==> config.mk <==
export PLATFORM = sky130hd
export DESIGN_NAME = io_line_ctrl
export DESIGN_NICKNAME = d
export VERILOG_FILES = /design/src/verilog/io_line_pkg.sv /design/src/verilog/line_sampler.sv /design/src/verilog/io_line_ctrl.sv
export SDC_FILE = /design/constraint.sdc
export NUM_CORES = 1
export LEC_CHECK = 0
export BUFFER_PORTS_ARGS = -buffer_cell sky130_fd_sc_hd__buf_4
export CORE_UTILIZATION = 46
export DETAILED_ROUTE_END_ITERATION = 8
export PLACE_DENSITY = 0.66
export RECOVER_POWER = 100
export SYNTH_ARGS = -nofsm -noshare
export SYNTH_HDL_FRONTEND = slang
export SYNTH_SLANG_ARGS = --single-unit
==> constraint.sdc <==
create_clock -name clk -period 7.2 [get_ports clk]
set_clock_uncertainty 0.05 [all_clocks]
set_input_delay 0.36 -clock clk [delete_from_list [all_inputs] [get_ports clk]]
set_output_delay 0.36 -clock clk [all_outputs]
set_load 0.005 [all_outputs]
==> src/verilog/io_line_pkg.sv <==
package io_line_pkg;

   // ***********************************************
   // Register offsets (byte addresses)
   // ***********************************************
   localparam logic [7:0] OFF_LINE_CTRL_ENABLE    = 8'h00;
   localparam logic [7:0] OFF_LINE_CTRL_DISABLE   = 8'h04;
   localparam logic [7:0] OFF_LINE_CTRL_STATUS    = 8'h08;
   localparam logic [7:0] OFF_DRIVE_ENABLE        = 8'h10;
   localparam logic [7:0] OFF_DRIVE_DISABLE       = 8'h14;
   localparam logic [7:0] OFF_DRIVE_STATUS        = 8'h18;
   localparam logic [7:0] OFF_FILTER_ENABLE       = 8'h20;
   localparam logic [7:0] OFF_FILTER_DISABLE      = 8'h24;
   localparam logic [7:0] OFF_FILTER_STATUS       = 8'h28;
   localparam logic [7:0] OFF_LEVEL_SET           = 8'h30;
   localparam logic [7:0] OFF_LEVEL_CLEAR         = 8'h34;
   localparam logic [7:0] OFF_DRIVEN_LEVEL_STATUS = 8'h38;
   localparam logic [7:0] OFF_PIN_LEVEL           = 8'h3c;
   localparam logic [7:0] OFF_CHANGE_IRQ_ENABLE   = 8'h40;
   localparam logic [7:0] OFF_CHANGE_IRQ_DISABLE  = 8'h44;
   localparam logic [7:0] OFF_CHANGE_IRQ_MASK     = 8'h48;
   localparam logic [7:0] OFF_CHANGE_IRQ_STATUS   = 8'h4c;
   localparam logic [7:0] OFF_OPEN_DRAIN_ENABLE   = 8'h50;
   localparam logic [7:0] OFF_OPEN_DRAIN_DISABLE  = 8'h54;
   localparam logic [7:0] OFF_OPEN_DRAIN_STATUS   = 8'h58;
   localparam logic [7:0] OFF_PULLUP_DISABLE      = 8'h60;
   localparam logic [7:0] OFF_PULLUP_ENABLE       = 8'h64;
   localparam logic [7:0] OFF_PULLUP_STATUS       = 8'h68;
   localparam logic [7:0] OFF_DIRECT_WRITE_ENABLE = 8'ha0;
   localparam logic [7:0] OFF_DIRECT_WRITE_DISABLE = 8'ha4;
   localparam logic [7:0] OFF_DIRECT_WRITE_STATUS = 8'ha8;

   // ***********************************************
   // Line population and reset values
   // ***********************************************
   localparam logic [31:0] LINE_MASK   = 32'h0fff_ffff; // Lines built
   localparam logic [31:0] MUXED_MASK  = 32'h0fff_0000; // Lines with periph
   localparam logic [31:0] RESET_WORD  = 32'h0000_0000;
   localparam logic [1:0]  RESP_OKAY   = 2'h0;
   localparam logic [1:0]  RESP_SLVERR = 2'h2;

   // ***********************************************
   // Carriers
   // ***********************************************
   typedef struct packed {
      logic [31:0] line_ctrl;
      logic [31:0] drive;
      logic [31:0] filter;
      logic [31:0] level;
      logic [31:0] irq_mask;
      logic [31:0] irq_status;
      logic [31:0] open_drain;
      logic [31:0] pullup_off;
      logic [31:0] direct_write;
   } regs_t;

   typedef struct packed {
      logic [31:0] sync1;
      logic [31:0] sync2;
      logic [31:0] filt;
   } filt_state_t;

endpackage : io_line_pkg

==> src/verilog/line_sampler.sv <==
`timescale 1ns/1ns
module line_sampler (
   input  wire logic        clk,
   input  wire logic        resetn,
   input  wire logic        clk_en,
   input  wire logic [31:0] filter_on,
   input  wire logic [31:0] pad_in,
   output logic      [31:0] raw_sync,
   output logic      [31:0] level
);

   io_line_pkg::filt_state_t s_q;
   io_line_pkg::filt_state_t s_d;

   // ***********************************************
   // Synchroniser and glitch filter
   // ***********************************************
   // Sync stage always runs so peripherals see pins with the clock gated
   always_comb begin
      s_d       = s_q;
      s_d.sync1 = pad_in;
      s_d.sync2 = s_q.sync1;
      if (clk_en) begin
         // Every sampled level passes one cycle late; a glitch between
         // two edges is never sampled, one spanning an edge gets through
         s_d.filt = s_q.sync2;
      end
   end

   always_ff @(posedge clk or negedge resetn) begin
      if (!resetn) begin
         s_q <= '0;
      end else begin
         s_q <= s_d;
      end
   end

   // Peripherals take the unfiltered input
   assign raw_sync = s_q.sync2;
   assign level    = (filter_on & s_q.filt) | (~filter_on & s_q.sync2);

endmodule : line_sampler

==> src/verilog/io_line_ctrl.sv <==
`timescale 1ns/1ns
module io_line_ctrl (
   input  wire logic        clk,
   input  wire logic        resetn,
   input  wire logic        ctrl_clk_en,
   // AXI4-Lite slave
   input  wire logic [7:0]  s_axi_awaddr,
   input  wire logic        s_axi_awvalid,
   output logic             s_axi_awready,
   input  wire logic [31:0] s_axi_wdata,
   input  wire logic [3:0]  s_axi_wstrb,
   input  wire logic        s_axi_wvalid,
   output logic             s_axi_wready,
   output logic [1:0]       s_axi_bresp,
   output logic             s_axi_bvalid,
   input  wire logic        s_axi_bready,
   input  wire logic [7:0]  s_axi_araddr,
   input  wire logic        s_axi_arvalid,
   output logic             s_axi_arready,
   output logic [31:0]      s_axi_rdata,
   output logic [1:0]       s_axi_rresp,
   output logic             s_axi_rvalid,
   input  wire logic        s_axi_rready,
   // Lines
   input  wire logic [31:0] pad_in,
   output logic      [31:0] pad_out,
   output logic      [31:0] pad_oe,
   output logic      [31:0] pullup_on,
   input  wire logic [31:0] periph_out,
   input  wire logic [31:0] periph_oe,
   output logic      [31:0] periph_in,
   output logic             change_irq
);

   // ***********************************************
   // State
   // ***********************************************
   typedef struct packed {
      io_line_pkg::regs_t r;
      logic [31:0] pin;        // Frozen readback sample
      logic [31:0] prev;       // Previous sample for change detect
      logic        aw_got;
      logic        w_got;
      logic [7:0]  awaddr;
      logic [31:0] wdata;
      logic [3:0]  wstrb;
      logic        awready;
      logic        wready;
      logic        bvalid;
      logic [1:0]  bresp;
      logic        arready;
      logic        rvalid;
      logic [31:0] rdata;
      logic [1:0]  rresp;
      logic [31:0] pad_out;
      logic [31:0] pad_oe;
      logic [31:0] pullup_on;
      logic [31:0] periph_in;
      logic        irq;
   } state_t;

   state_t st_q;
   state_t st_d;

   logic [31:0] raw_sync;
   logic [31:0] line_level;

   // ***********************************************
   // Functions
   // ***********************************************
   // Byte strobes widened to a bit mask, limited to built lines
   function automatic logic [31:0] strb_bits(input logic [3:0] strb);
      logic [31:0] m;
      m = '0;
      for (int b = 0; b < 4; b++) begin
         m[b*8 +: 8] = {8{strb[b]}};
      end
      return m & io_line_pkg::LINE_MASK;
   endfunction : strb_bits

   // Set/clear pair acting on one status word
   function automatic logic [31:0] set_clr(input logic [31:0] cur,
                                           input logic [31:0] set,
                                           input logic [31:0] clr);
      return (cur | set) & ~clr;
   endfunction : set_clr

   // Map an offset onto the implemented register set, all but OFF_CHANGE_IRQ_STATUS (0x4c)
   function automatic logic known_addr(input logic [7:0] a);
      logic ok;
      ok = 1'b0;
      if (a[1:0] == 2'h0) begin
         if (a <= io_line_pkg::OFF_PULLUP_STATUS) begin
            ok = (a[3:2] != 2'h3) || (a[7:4] == 4'h3);
         end
         if ((a >= io_line_pkg::OFF_DIRECT_WRITE_ENABLE) &&
             (a <= io_line_pkg::OFF_DIRECT_WRITE_STATUS)) begin
            ok = 1'b1;
         end
      end
      return ok;
   endfunction : known_addr

   // ***********************************************
   // Input path
   // ***********************************************
   line_sampler u_sampler (
      .clk       (clk),
      .resetn    (resetn),
      .clk_en    (ctrl_clk_en),
      .filter_on (st_q.r.filter),
      .pad_in    (pad_in),
      .raw_sync  (raw_sync),
      .level     (line_level)
   );

   // ***********************************************
   // Next state
   // ***********************************************
   always_comb begin
      logic        do_write;
      logic        do_read;
      logic [31:0] wm;
      logic [31:0] wv;
      logic [31:0] change;
      logic [31:0] rd;
      logic [31:0] drv_level;
      logic [31:0] drv_en;
      do_write  = 1'b0;
      do_read   = 1'b0;
      wm        = '0;
      wv        = '0;
      change    = '0;
      rd        = '0;
      drv_level = '0;
      drv_en    = '0;
      st_d      = st_q;

      // Sampling and change detection need the controller clock
      if (ctrl_clk_en) begin
         st_d.pin  = line_level;
         st_d.prev = line_level;
         change    = (line_level ^ st_q.prev)
                     & io_line_pkg::LINE_MASK;
      end

      // Write channels taken independently, in either order
      if (s_axi_awvalid && st_q.awready) begin
         st_d.aw_got = 1'b1;
         st_d.awaddr = s_axi_awaddr;
      end
      if (s_axi_wvalid && st_q.wready) begin
         st_d.w_got = 1'b1;
         st_d.wdata = s_axi_wdata;
         st_d.wstrb = s_axi_wstrb;
      end
      do_write = st_q.aw_got && st_q.w_got && !st_q.bvalid;
      wm = strb_bits(st_q.wstrb);
      wv = st_q.wdata & wm;

      if (do_write) begin
         st_d.aw_got = 1'b0;
         st_d.w_got  = 1'b0;
         st_d.bvalid = 1'b1;
         st_d.bresp  = known_addr(st_q.awaddr) ? io_line_pkg::RESP_OKAY
                                               : io_line_pkg::RESP_SLVERR;
         unique case (st_q.awaddr)
            io_line_pkg::OFF_LINE_CTRL_ENABLE:
               st_d.r.line_ctrl = set_clr(st_q.r.line_ctrl, wv, '0);
            io_line_pkg::OFF_LINE_CTRL_DISABLE:
               st_d.r.line_ctrl = set_clr(st_q.r.line_ctrl, '0, wv);
            io_line_pkg::OFF_DRIVE_ENABLE:
               st_d.r.drive = set_clr(st_q.r.drive, wv, '0);
            io_line_pkg::OFF_DRIVE_DISABLE:
               st_d.r.drive = set_clr(st_q.r.drive, '0, wv);
            io_line_pkg::OFF_FILTER_ENABLE:
               st_d.r.filter = set_clr(st_q.r.filter, wv, '0);
            io_line_pkg::OFF_FILTER_DISABLE:
               st_d.r.filter = set_clr(st_q.r.filter, '0, wv);
            io_line_pkg::OFF_LEVEL_SET:
               st_d.r.level = set_clr(st_q.r.level, wv, '0);
            io_line_pkg::OFF_LEVEL_CLEAR:
               st_d.r.level = set_clr(st_q.r.level, '0, wv);
            io_line_pkg::OFF_DRIVEN_LEVEL_STATUS: begin
               // Only bits opened by the direct-write mask move
               wm = wm & st_q.r.direct_write;
               st_d.r.level = (st_q.r.level & ~wm) | (st_q.wdata & wm);
            end
            io_line_pkg::OFF_CHANGE_IRQ_ENABLE:
               st_d.r.irq_mask = set_clr(st_q.r.irq_mask, wv, '0);
            io_line_pkg::OFF_CHANGE_IRQ_DISABLE:
               st_d.r.irq_mask = set_clr(st_q.r.irq_mask, '0, wv);
            io_line_pkg::OFF_OPEN_DRAIN_ENABLE:
               st_d.r.open_drain = set_clr(st_q.r.open_drain, wv, '0);
            io_line_pkg::OFF_OPEN_DRAIN_DISABLE:
               st_d.r.open_drain = set_clr(st_q.r.open_drain, '0, wv);
            io_line_pkg::OFF_PULLUP_DISABLE:
               st_d.r.pullup_off = set_clr(st_q.r.pullup_off, wv, '0);
            io_line_pkg::OFF_PULLUP_ENABLE:
               st_d.r.pullup_off = set_clr(st_q.r.pullup_off, '0, wv);
            io_line_pkg::OFF_DIRECT_WRITE_ENABLE:
               st_d.r.direct_write = set_clr(st_q.r.direct_write, wv, '0);
            io_line_pkg::OFF_DIRECT_WRITE_DISABLE:
               st_d.r.direct_write = set_clr(st_q.r.direct_write, '0, wv);
            default: ;
         endcase
      end
      if (st_q.bvalid && s_axi_bready) begin
         st_d.bvalid = 1'b0;
      end

      // Read decode, built lines only
      unique case (s_axi_araddr)
         io_line_pkg::OFF_LINE_CTRL_STATUS:
            rd = st_q.r.line_ctrl | ~io_line_pkg::MUXED_MASK;
         io_line_pkg::OFF_DRIVE_STATUS:        rd = st_q.r.drive;
         io_line_pkg::OFF_FILTER_STATUS:       rd = st_q.r.filter;
         io_line_pkg::OFF_DRIVEN_LEVEL_STATUS: rd = st_q.r.level;
         io_line_pkg::OFF_PIN_LEVEL:           rd = st_q.pin;
         io_line_pkg::OFF_CHANGE_IRQ_MASK:     rd = st_q.r.irq_mask;
         io_line_pkg::OFF_CHANGE_IRQ_STATUS:   rd = st_q.r.irq_status;
         io_line_pkg::OFF_OPEN_DRAIN_STATUS:   rd = st_q.r.open_drain;
         io_line_pkg::OFF_PULLUP_STATUS:       rd = st_q.r.pullup_off;
         io_line_pkg::OFF_DIRECT_WRITE_STATUS: rd = st_q.r.direct_write;
         default:                              rd = '0;
      endcase
      do_read = s_axi_arvalid && st_q.arready;
      if (do_read) begin
         st_d.rvalid = 1'b1;
         st_d.rdata  = rd & io_line_pkg::LINE_MASK;
         st_d.rresp  = known_addr(s_axi_araddr) ? io_line_pkg::RESP_OKAY
                                                : io_line_pkg::RESP_SLVERR;
      end else if (st_q.rvalid && s_axi_rready) begin
         st_d.rvalid = 1'b0;
      end

      // Clearing read loses no change: set beats clear
      if (do_read && (s_axi_araddr == io_line_pkg::OFF_CHANGE_IRQ_STATUS))
      begin
         st_d.r.irq_status = change;
      end else begin
         st_d.r.irq_status = st_q.r.irq_status | change;
      end

      // Ready flags registered so every bus output is a flop
      st_d.awready = !st_d.aw_got && !st_d.bvalid;
      st_d.wready  = !st_d.w_got && !st_d.bvalid;
      st_d.arready = !st_d.rvalid;

      // Pad drive: peripheral when it owns the line, else controller
      drv_level = (st_d.r.line_ctrl | ~io_line_pkg::MUXED_MASK);
      drv_en    = (drv_level & st_d.r.drive) | (~drv_level & periph_oe);
      drv_level = (drv_level & st_d.r.level) | (~drv_level & periph_out);
      // Open drain only pulls low
      st_d.pad_oe    = drv_en & ~(st_d.r.open_drain & drv_level)
                       & io_line_pkg::LINE_MASK;
      st_d.pad_out   = drv_level & ~st_d.r.open_drain;
      st_d.pullup_on = ~st_d.r.pullup_off & io_line_pkg::LINE_MASK;
      st_d.periph_in = raw_sync;
      // One ORed request for all lines
      st_d.irq = |(st_d.r.irq_status & st_d.r.irq_mask);
   end

   // ***********************************************
   // Registers
   // ***********************************************
   always_ff @(posedge clk or negedge resetn) begin
      if (!resetn) begin
         st_q           <= '0;
         st_q.awready   <= 1'b1;
         st_q.wready    <= 1'b1;
         st_q.arready   <= 1'b1;
         st_q.pullup_on <= io_line_pkg::LINE_MASK;
      end else begin
         st_q <= st_d;
      end
   end

   assign s_axi_awready = st_q.awready;
   assign s_axi_wready  = st_q.wready;
   assign s_axi_bvalid  = st_q.bvalid;
   assign s_axi_bresp   = st_q.bresp;
   assign s_axi_arready = st_q.arready;
   assign s_axi_rvalid  = st_q.rvalid;
   assign s_axi_rdata   = st_q.rdata;
   assign s_axi_rresp   = st_q.rresp;
   assign pad_out       = st_q.pad_out;
   assign pad_oe        = st_q.pad_oe;
   assign pullup_on     = st_q.pullup_on;
   assign periph_in     = st_q.periph_in;
   assign change_irq    = st_q.irq;
endmodule : io_line_ctrl

==> Yosys cells after proc, flatten, opt, wreduce, memory -nomap -nowiden <==
Cells that the tools add are included.
W data, S select, Z words.
{ "totals": {"register_bits": 612, "input_bits": 156, "output_inout_bits": 170, "wordCells": 170} }
{ "op_classes": {"magnitude_cmp": 6, "n_eq_ne": 30, "muxes": 30, "bitwise_logic": 43, "n_reduce_logical": 29} }
{ "ops": {"columns": ["op", "count"], "rows": [
  ["$and A32 B32 Y32", 14],
  ["$pmux W32 S2", 7],
  ["$or A32 B32 Y32", 10],
  ["$pmux W28 S10", 1],
  ["$and A28 B28 Y28", 6],
  ["$mux W156", 1],
  ["$not A32 Y32", 4],
  ["$mux W96", 1],
  ["$pmux W32 S3", 1],
  ["$not A28 Y28", 3],
  ["$eq A8 B7 Y1 const B", 10],
  ["$eq A8 B6 Y1 const B", 8],
  ["$or A28 B28 Y28", 2],
  ["$and A28 B32 Y32", 1],
  ["$and A32 B28 Y32", 1],
  ["$mux W32", 1],
  ["$or A32 B28 Y32", 1],
  ["$reduce_or A32 Y1", 1],
  ["$mux W28", 1],
  ["$xor A28 B28 Y28", 1],
  ["$eq A8 B5 Y1 const B", 3],
  ["$eq A8 B8 Y1 const B", 3],
  ["$ge A8 B8 Y1 const B", 2],
  ["$le A8 B7 Y1 const B", 2],
  ["15 further kinds", 53]
]} }

==> Longest topological paths before layout <==
{ "depth": {"word_depth": 12, "depth_mapped": 10, "mapped_depth_nobuf": 6} }

==> Hierarchy <==
A second synthesis with hierarchy kept.
{ "hier_totals": {"cells_unflattened": 2082, "area_unflattened_um2": 24250.8} }
{ "modules_own_cells": {"columns": ["mod", "instances", "cells_per_inst", "area_each_um2"], "rows": [
  ["io_line_ctrl", 1, 1886, 20703.6],
  ["line_sampler", 1, 196, 3547.2]
]} }

==> Worst setup path before layout <==
Ideal clock, no wire load.
{ "synth_path": {"kind": "register to register", "startpoint": "register st_q[209] (netlist name)", "endpoint": "register st_q, in the netlist change_irq", "setup_ps": 145, "arrival_ps": 2371, "slack_ps": 4635, "path_stages_with_launch": 9, "period_less_slack_ps": 2565, "cell_sequence": "dfrtp_1 > buf_6 > or4b_4 > buf_6 > or4b_1 > a22o_1 > a22o_1 > nor4_1 > nand4_1"} }
{ "synth_rtl": {"columns": ["element", "line", "rtl"], "rows": [
  ["start: declaration", "io_line_ctrl.sv:62", "state_t st_q;"],
  ["start signal: assignment", "io_line_ctrl.sv:275", "st_q <= st_d;"]
]} }

==> run metrics <==
cts bufs inserted 57; Setup crit end kind flip-flop; initial core utilization 0.470; Netlist cell types 58; Tcrit/Tclk final 0.729; sequential share of the synthesized area 0.582; Iteration-0 DRC Markers 2,697; area of the multi-input gates 8190 µm²; Setup Viol. Count Final 0; first-pass GRT wire length 115,000 µm; Max-slew headroom -1.71; sequential power share 0.469; Final Critical Period 5250 ps; Synth top area share 0.547; Routed WL 77,400 µm; H-tree lvl count 2; max-slew violations between 800 and 900; layout cells sized above 1 0.211; CTS sink count 550; RePlAce Congestion 0.948; total die area ~52,000 µm²; post-DR vias/cell roughly 6.2; most area-consuming cells after synthesis dfrtp_1 55%, buf_4 5.3%, o21ai_0 5.2%; switch share 0.311; CTS tree built; Primary FF master, synth dfrtp_1; highest clock rate 190 MHz; die span in y 229 µm; routed vias about 18k; drc violations 0; fillers between 4k and 5k; Clock Pin Slew Worst Setup and Hold Paths 60 ps; Port Buffer Count 263; Fin. Hold Viols 0; area growth from synthesis to layout 17.4%; Slew @ Worst Pin 4060 ps; initial antenna violation count 2; Root Buffer clkbuf_16; Fin Setup TNS 0 ps; fin worst setup slack 1950 ps; Post-synth EDFFs 0; Max FO, Critical Path 28; antenna cells 0; Syn Inst Count 2,065; Clock Path Buffers 3; Synth area leader dfrtp_1; most frequent cell after synthesis dfrtp_1; number of post-CTS setup repair buffers 0; crit path DAT 5690 ps; GRT Util Overall 0.295; Worst Setup Path Type reg -> reg; Cell Pwr Density a little over 300 nW/µm²; number of global-route vias before repair between 15k and 20k; Placement Setup Slack 3000 ps; global route total overflow 0; Pleak approximately 0.012 µW; Yosys warning count 0; DPL Wire Length 49,700 µm; Netlist Area Pre-Place 23,700 µm²; final core occ 0.552; core footprint 50,500 µm²; largest net degree at the start of global routing about 160; Routed Antenna Nets 0; violated checks capacitance limit, slew limit; # IOs 326; #FFs+latches synth 550; Storage cell area 13,800 µm²; setup repair after global routing missed its margin false; outcome complete, but fails checks; internal power 5790 µW; CP required approximately 7600 ps; Die W 229 µm; Clock Latency Late Sink 620 ps; Combinational Power Share 0.173; Hold Crit Class in -> reg; Detailed Routing Iterations Pass 1 8; synth cell count leaders 519 x dfrtp_1, 247 x o21ai_0, 166 x buf_4, 150 x a21oi_1, 93 x clkbuf_1; Max Cap Viol 17; nets 2,396; Net Sw Power approximately 2600 µW; Post-Syn Area per Cell 11.5 µm²; Critical Path Start Type flip-flop; clock share of power 0.357; peak supply drop around 190 µV; number of cell rows a little over 80; WL/cell ~26 µm; Fin Hold WS 16.2 ps; ys async rst share 1.00
stage by stage:
step | total power [µW] | cell area, µm² | std cells
2_1_floorplan | 4740 | 23800 | 2082
3_3_place_gp | 5330 | 25300 | 2765
3_5_place_dp | 5380 | 25300 | 2765
4_1_cts | 8430 | 28100 | 2960
5_1_grt | 8730 | 27900 | 2960
6_report | 8410 | 27900 | 2960
cell type report:
type / count / share of cell area
clock buffers: 79 / 0.0567
clock inverters: 28 / 0.0114
inverters: 41 / 0.00553
multi-input cells: 1205 / 0.294
flip-flops and latches: 550 / 0.496
well taps: 672 / 0.0302
repair buffers: 385 / 0.107
path summary, 6_finish.rpt:
kind	startpoint	to	slack, ps	depth (start not counted)
setup / recovery	st_q[208]	pad_oe[20]	1950	8
hold / removal	periph_out[24]	pad_oe[24]	20	3
setup reg to reg	st_q[208]	pad_oe[20]	1950	8
hold reg to reg	u_sampler.s_d[34]	u_sampler.raw_sync[2]	300	0
max in group asynchronous	resetn	st_q[398]	2350	3
min in group asynchronous	resetn	u_sampler.s_d[45]	340	2
cell usage in the layout, fill, tap and decap left out, drive strengths merged, types with 44 or more instances in the layout:
cell type and instances:
nor2 74, o31ai 44, inv 44, dlygate4sd3 88
mux2 79, buf 98, mux2i 52, a21oi 151
nand2 69, a22o 81, o21ai 256, clkbuf 278
dfrtp 519, a22oi 48
routing by layer:
metal | GRT usage | wire, µm
met5 | 0 | 24
met4 | 0.111 | 2750
met3 | 0.0906 | 9630
met2 | 0.415 | 32700
met1 | 0.425 | 32300
power groups by stage:
stage          clock, µW  sequential, µW  combinational [µW]
2_1_floorplan          0            3710                1040
3_5_place_dp           0            3970                1410
5_1_grt             3190            3970                1580
6_report            3010            3940                1460
3_3_place_gp           0            3960                1370
4_1_cts             3050            3920                1460
kinds of logic (layout without fill, tap and decap cells):
group | count (synthesis) | count (layout) | share of synthesized area
compound gates | 713 | 713 | 0.191
flops | 550 | 550 | 0.582
buf+inv | 327 | 533 | 0.0798
simple gates | 306 | 306 | 0.0695
mux | 139 | 139 | 0.0670
xor+xnor | 29 | 29 | 0.0107
other cells | 1 | 18 | 0.000158
repair_timing:
item                                   CTS  global route
hold buffers                            88             0
gates resized for setup                  0             0
endpoints found under the hold margin  197             0
critical path: stages (launching register included):
cell and delay (ps):
dfrtp_1 820, nor4b_1 340, clkbuf_1 630, nand3_1 1590, o21ai_0 590, o21ai_0 240
mux2i_1 210, a21oi_1 60, dlygate4sd3_1 590
Power figures use the tool's default switching activity.
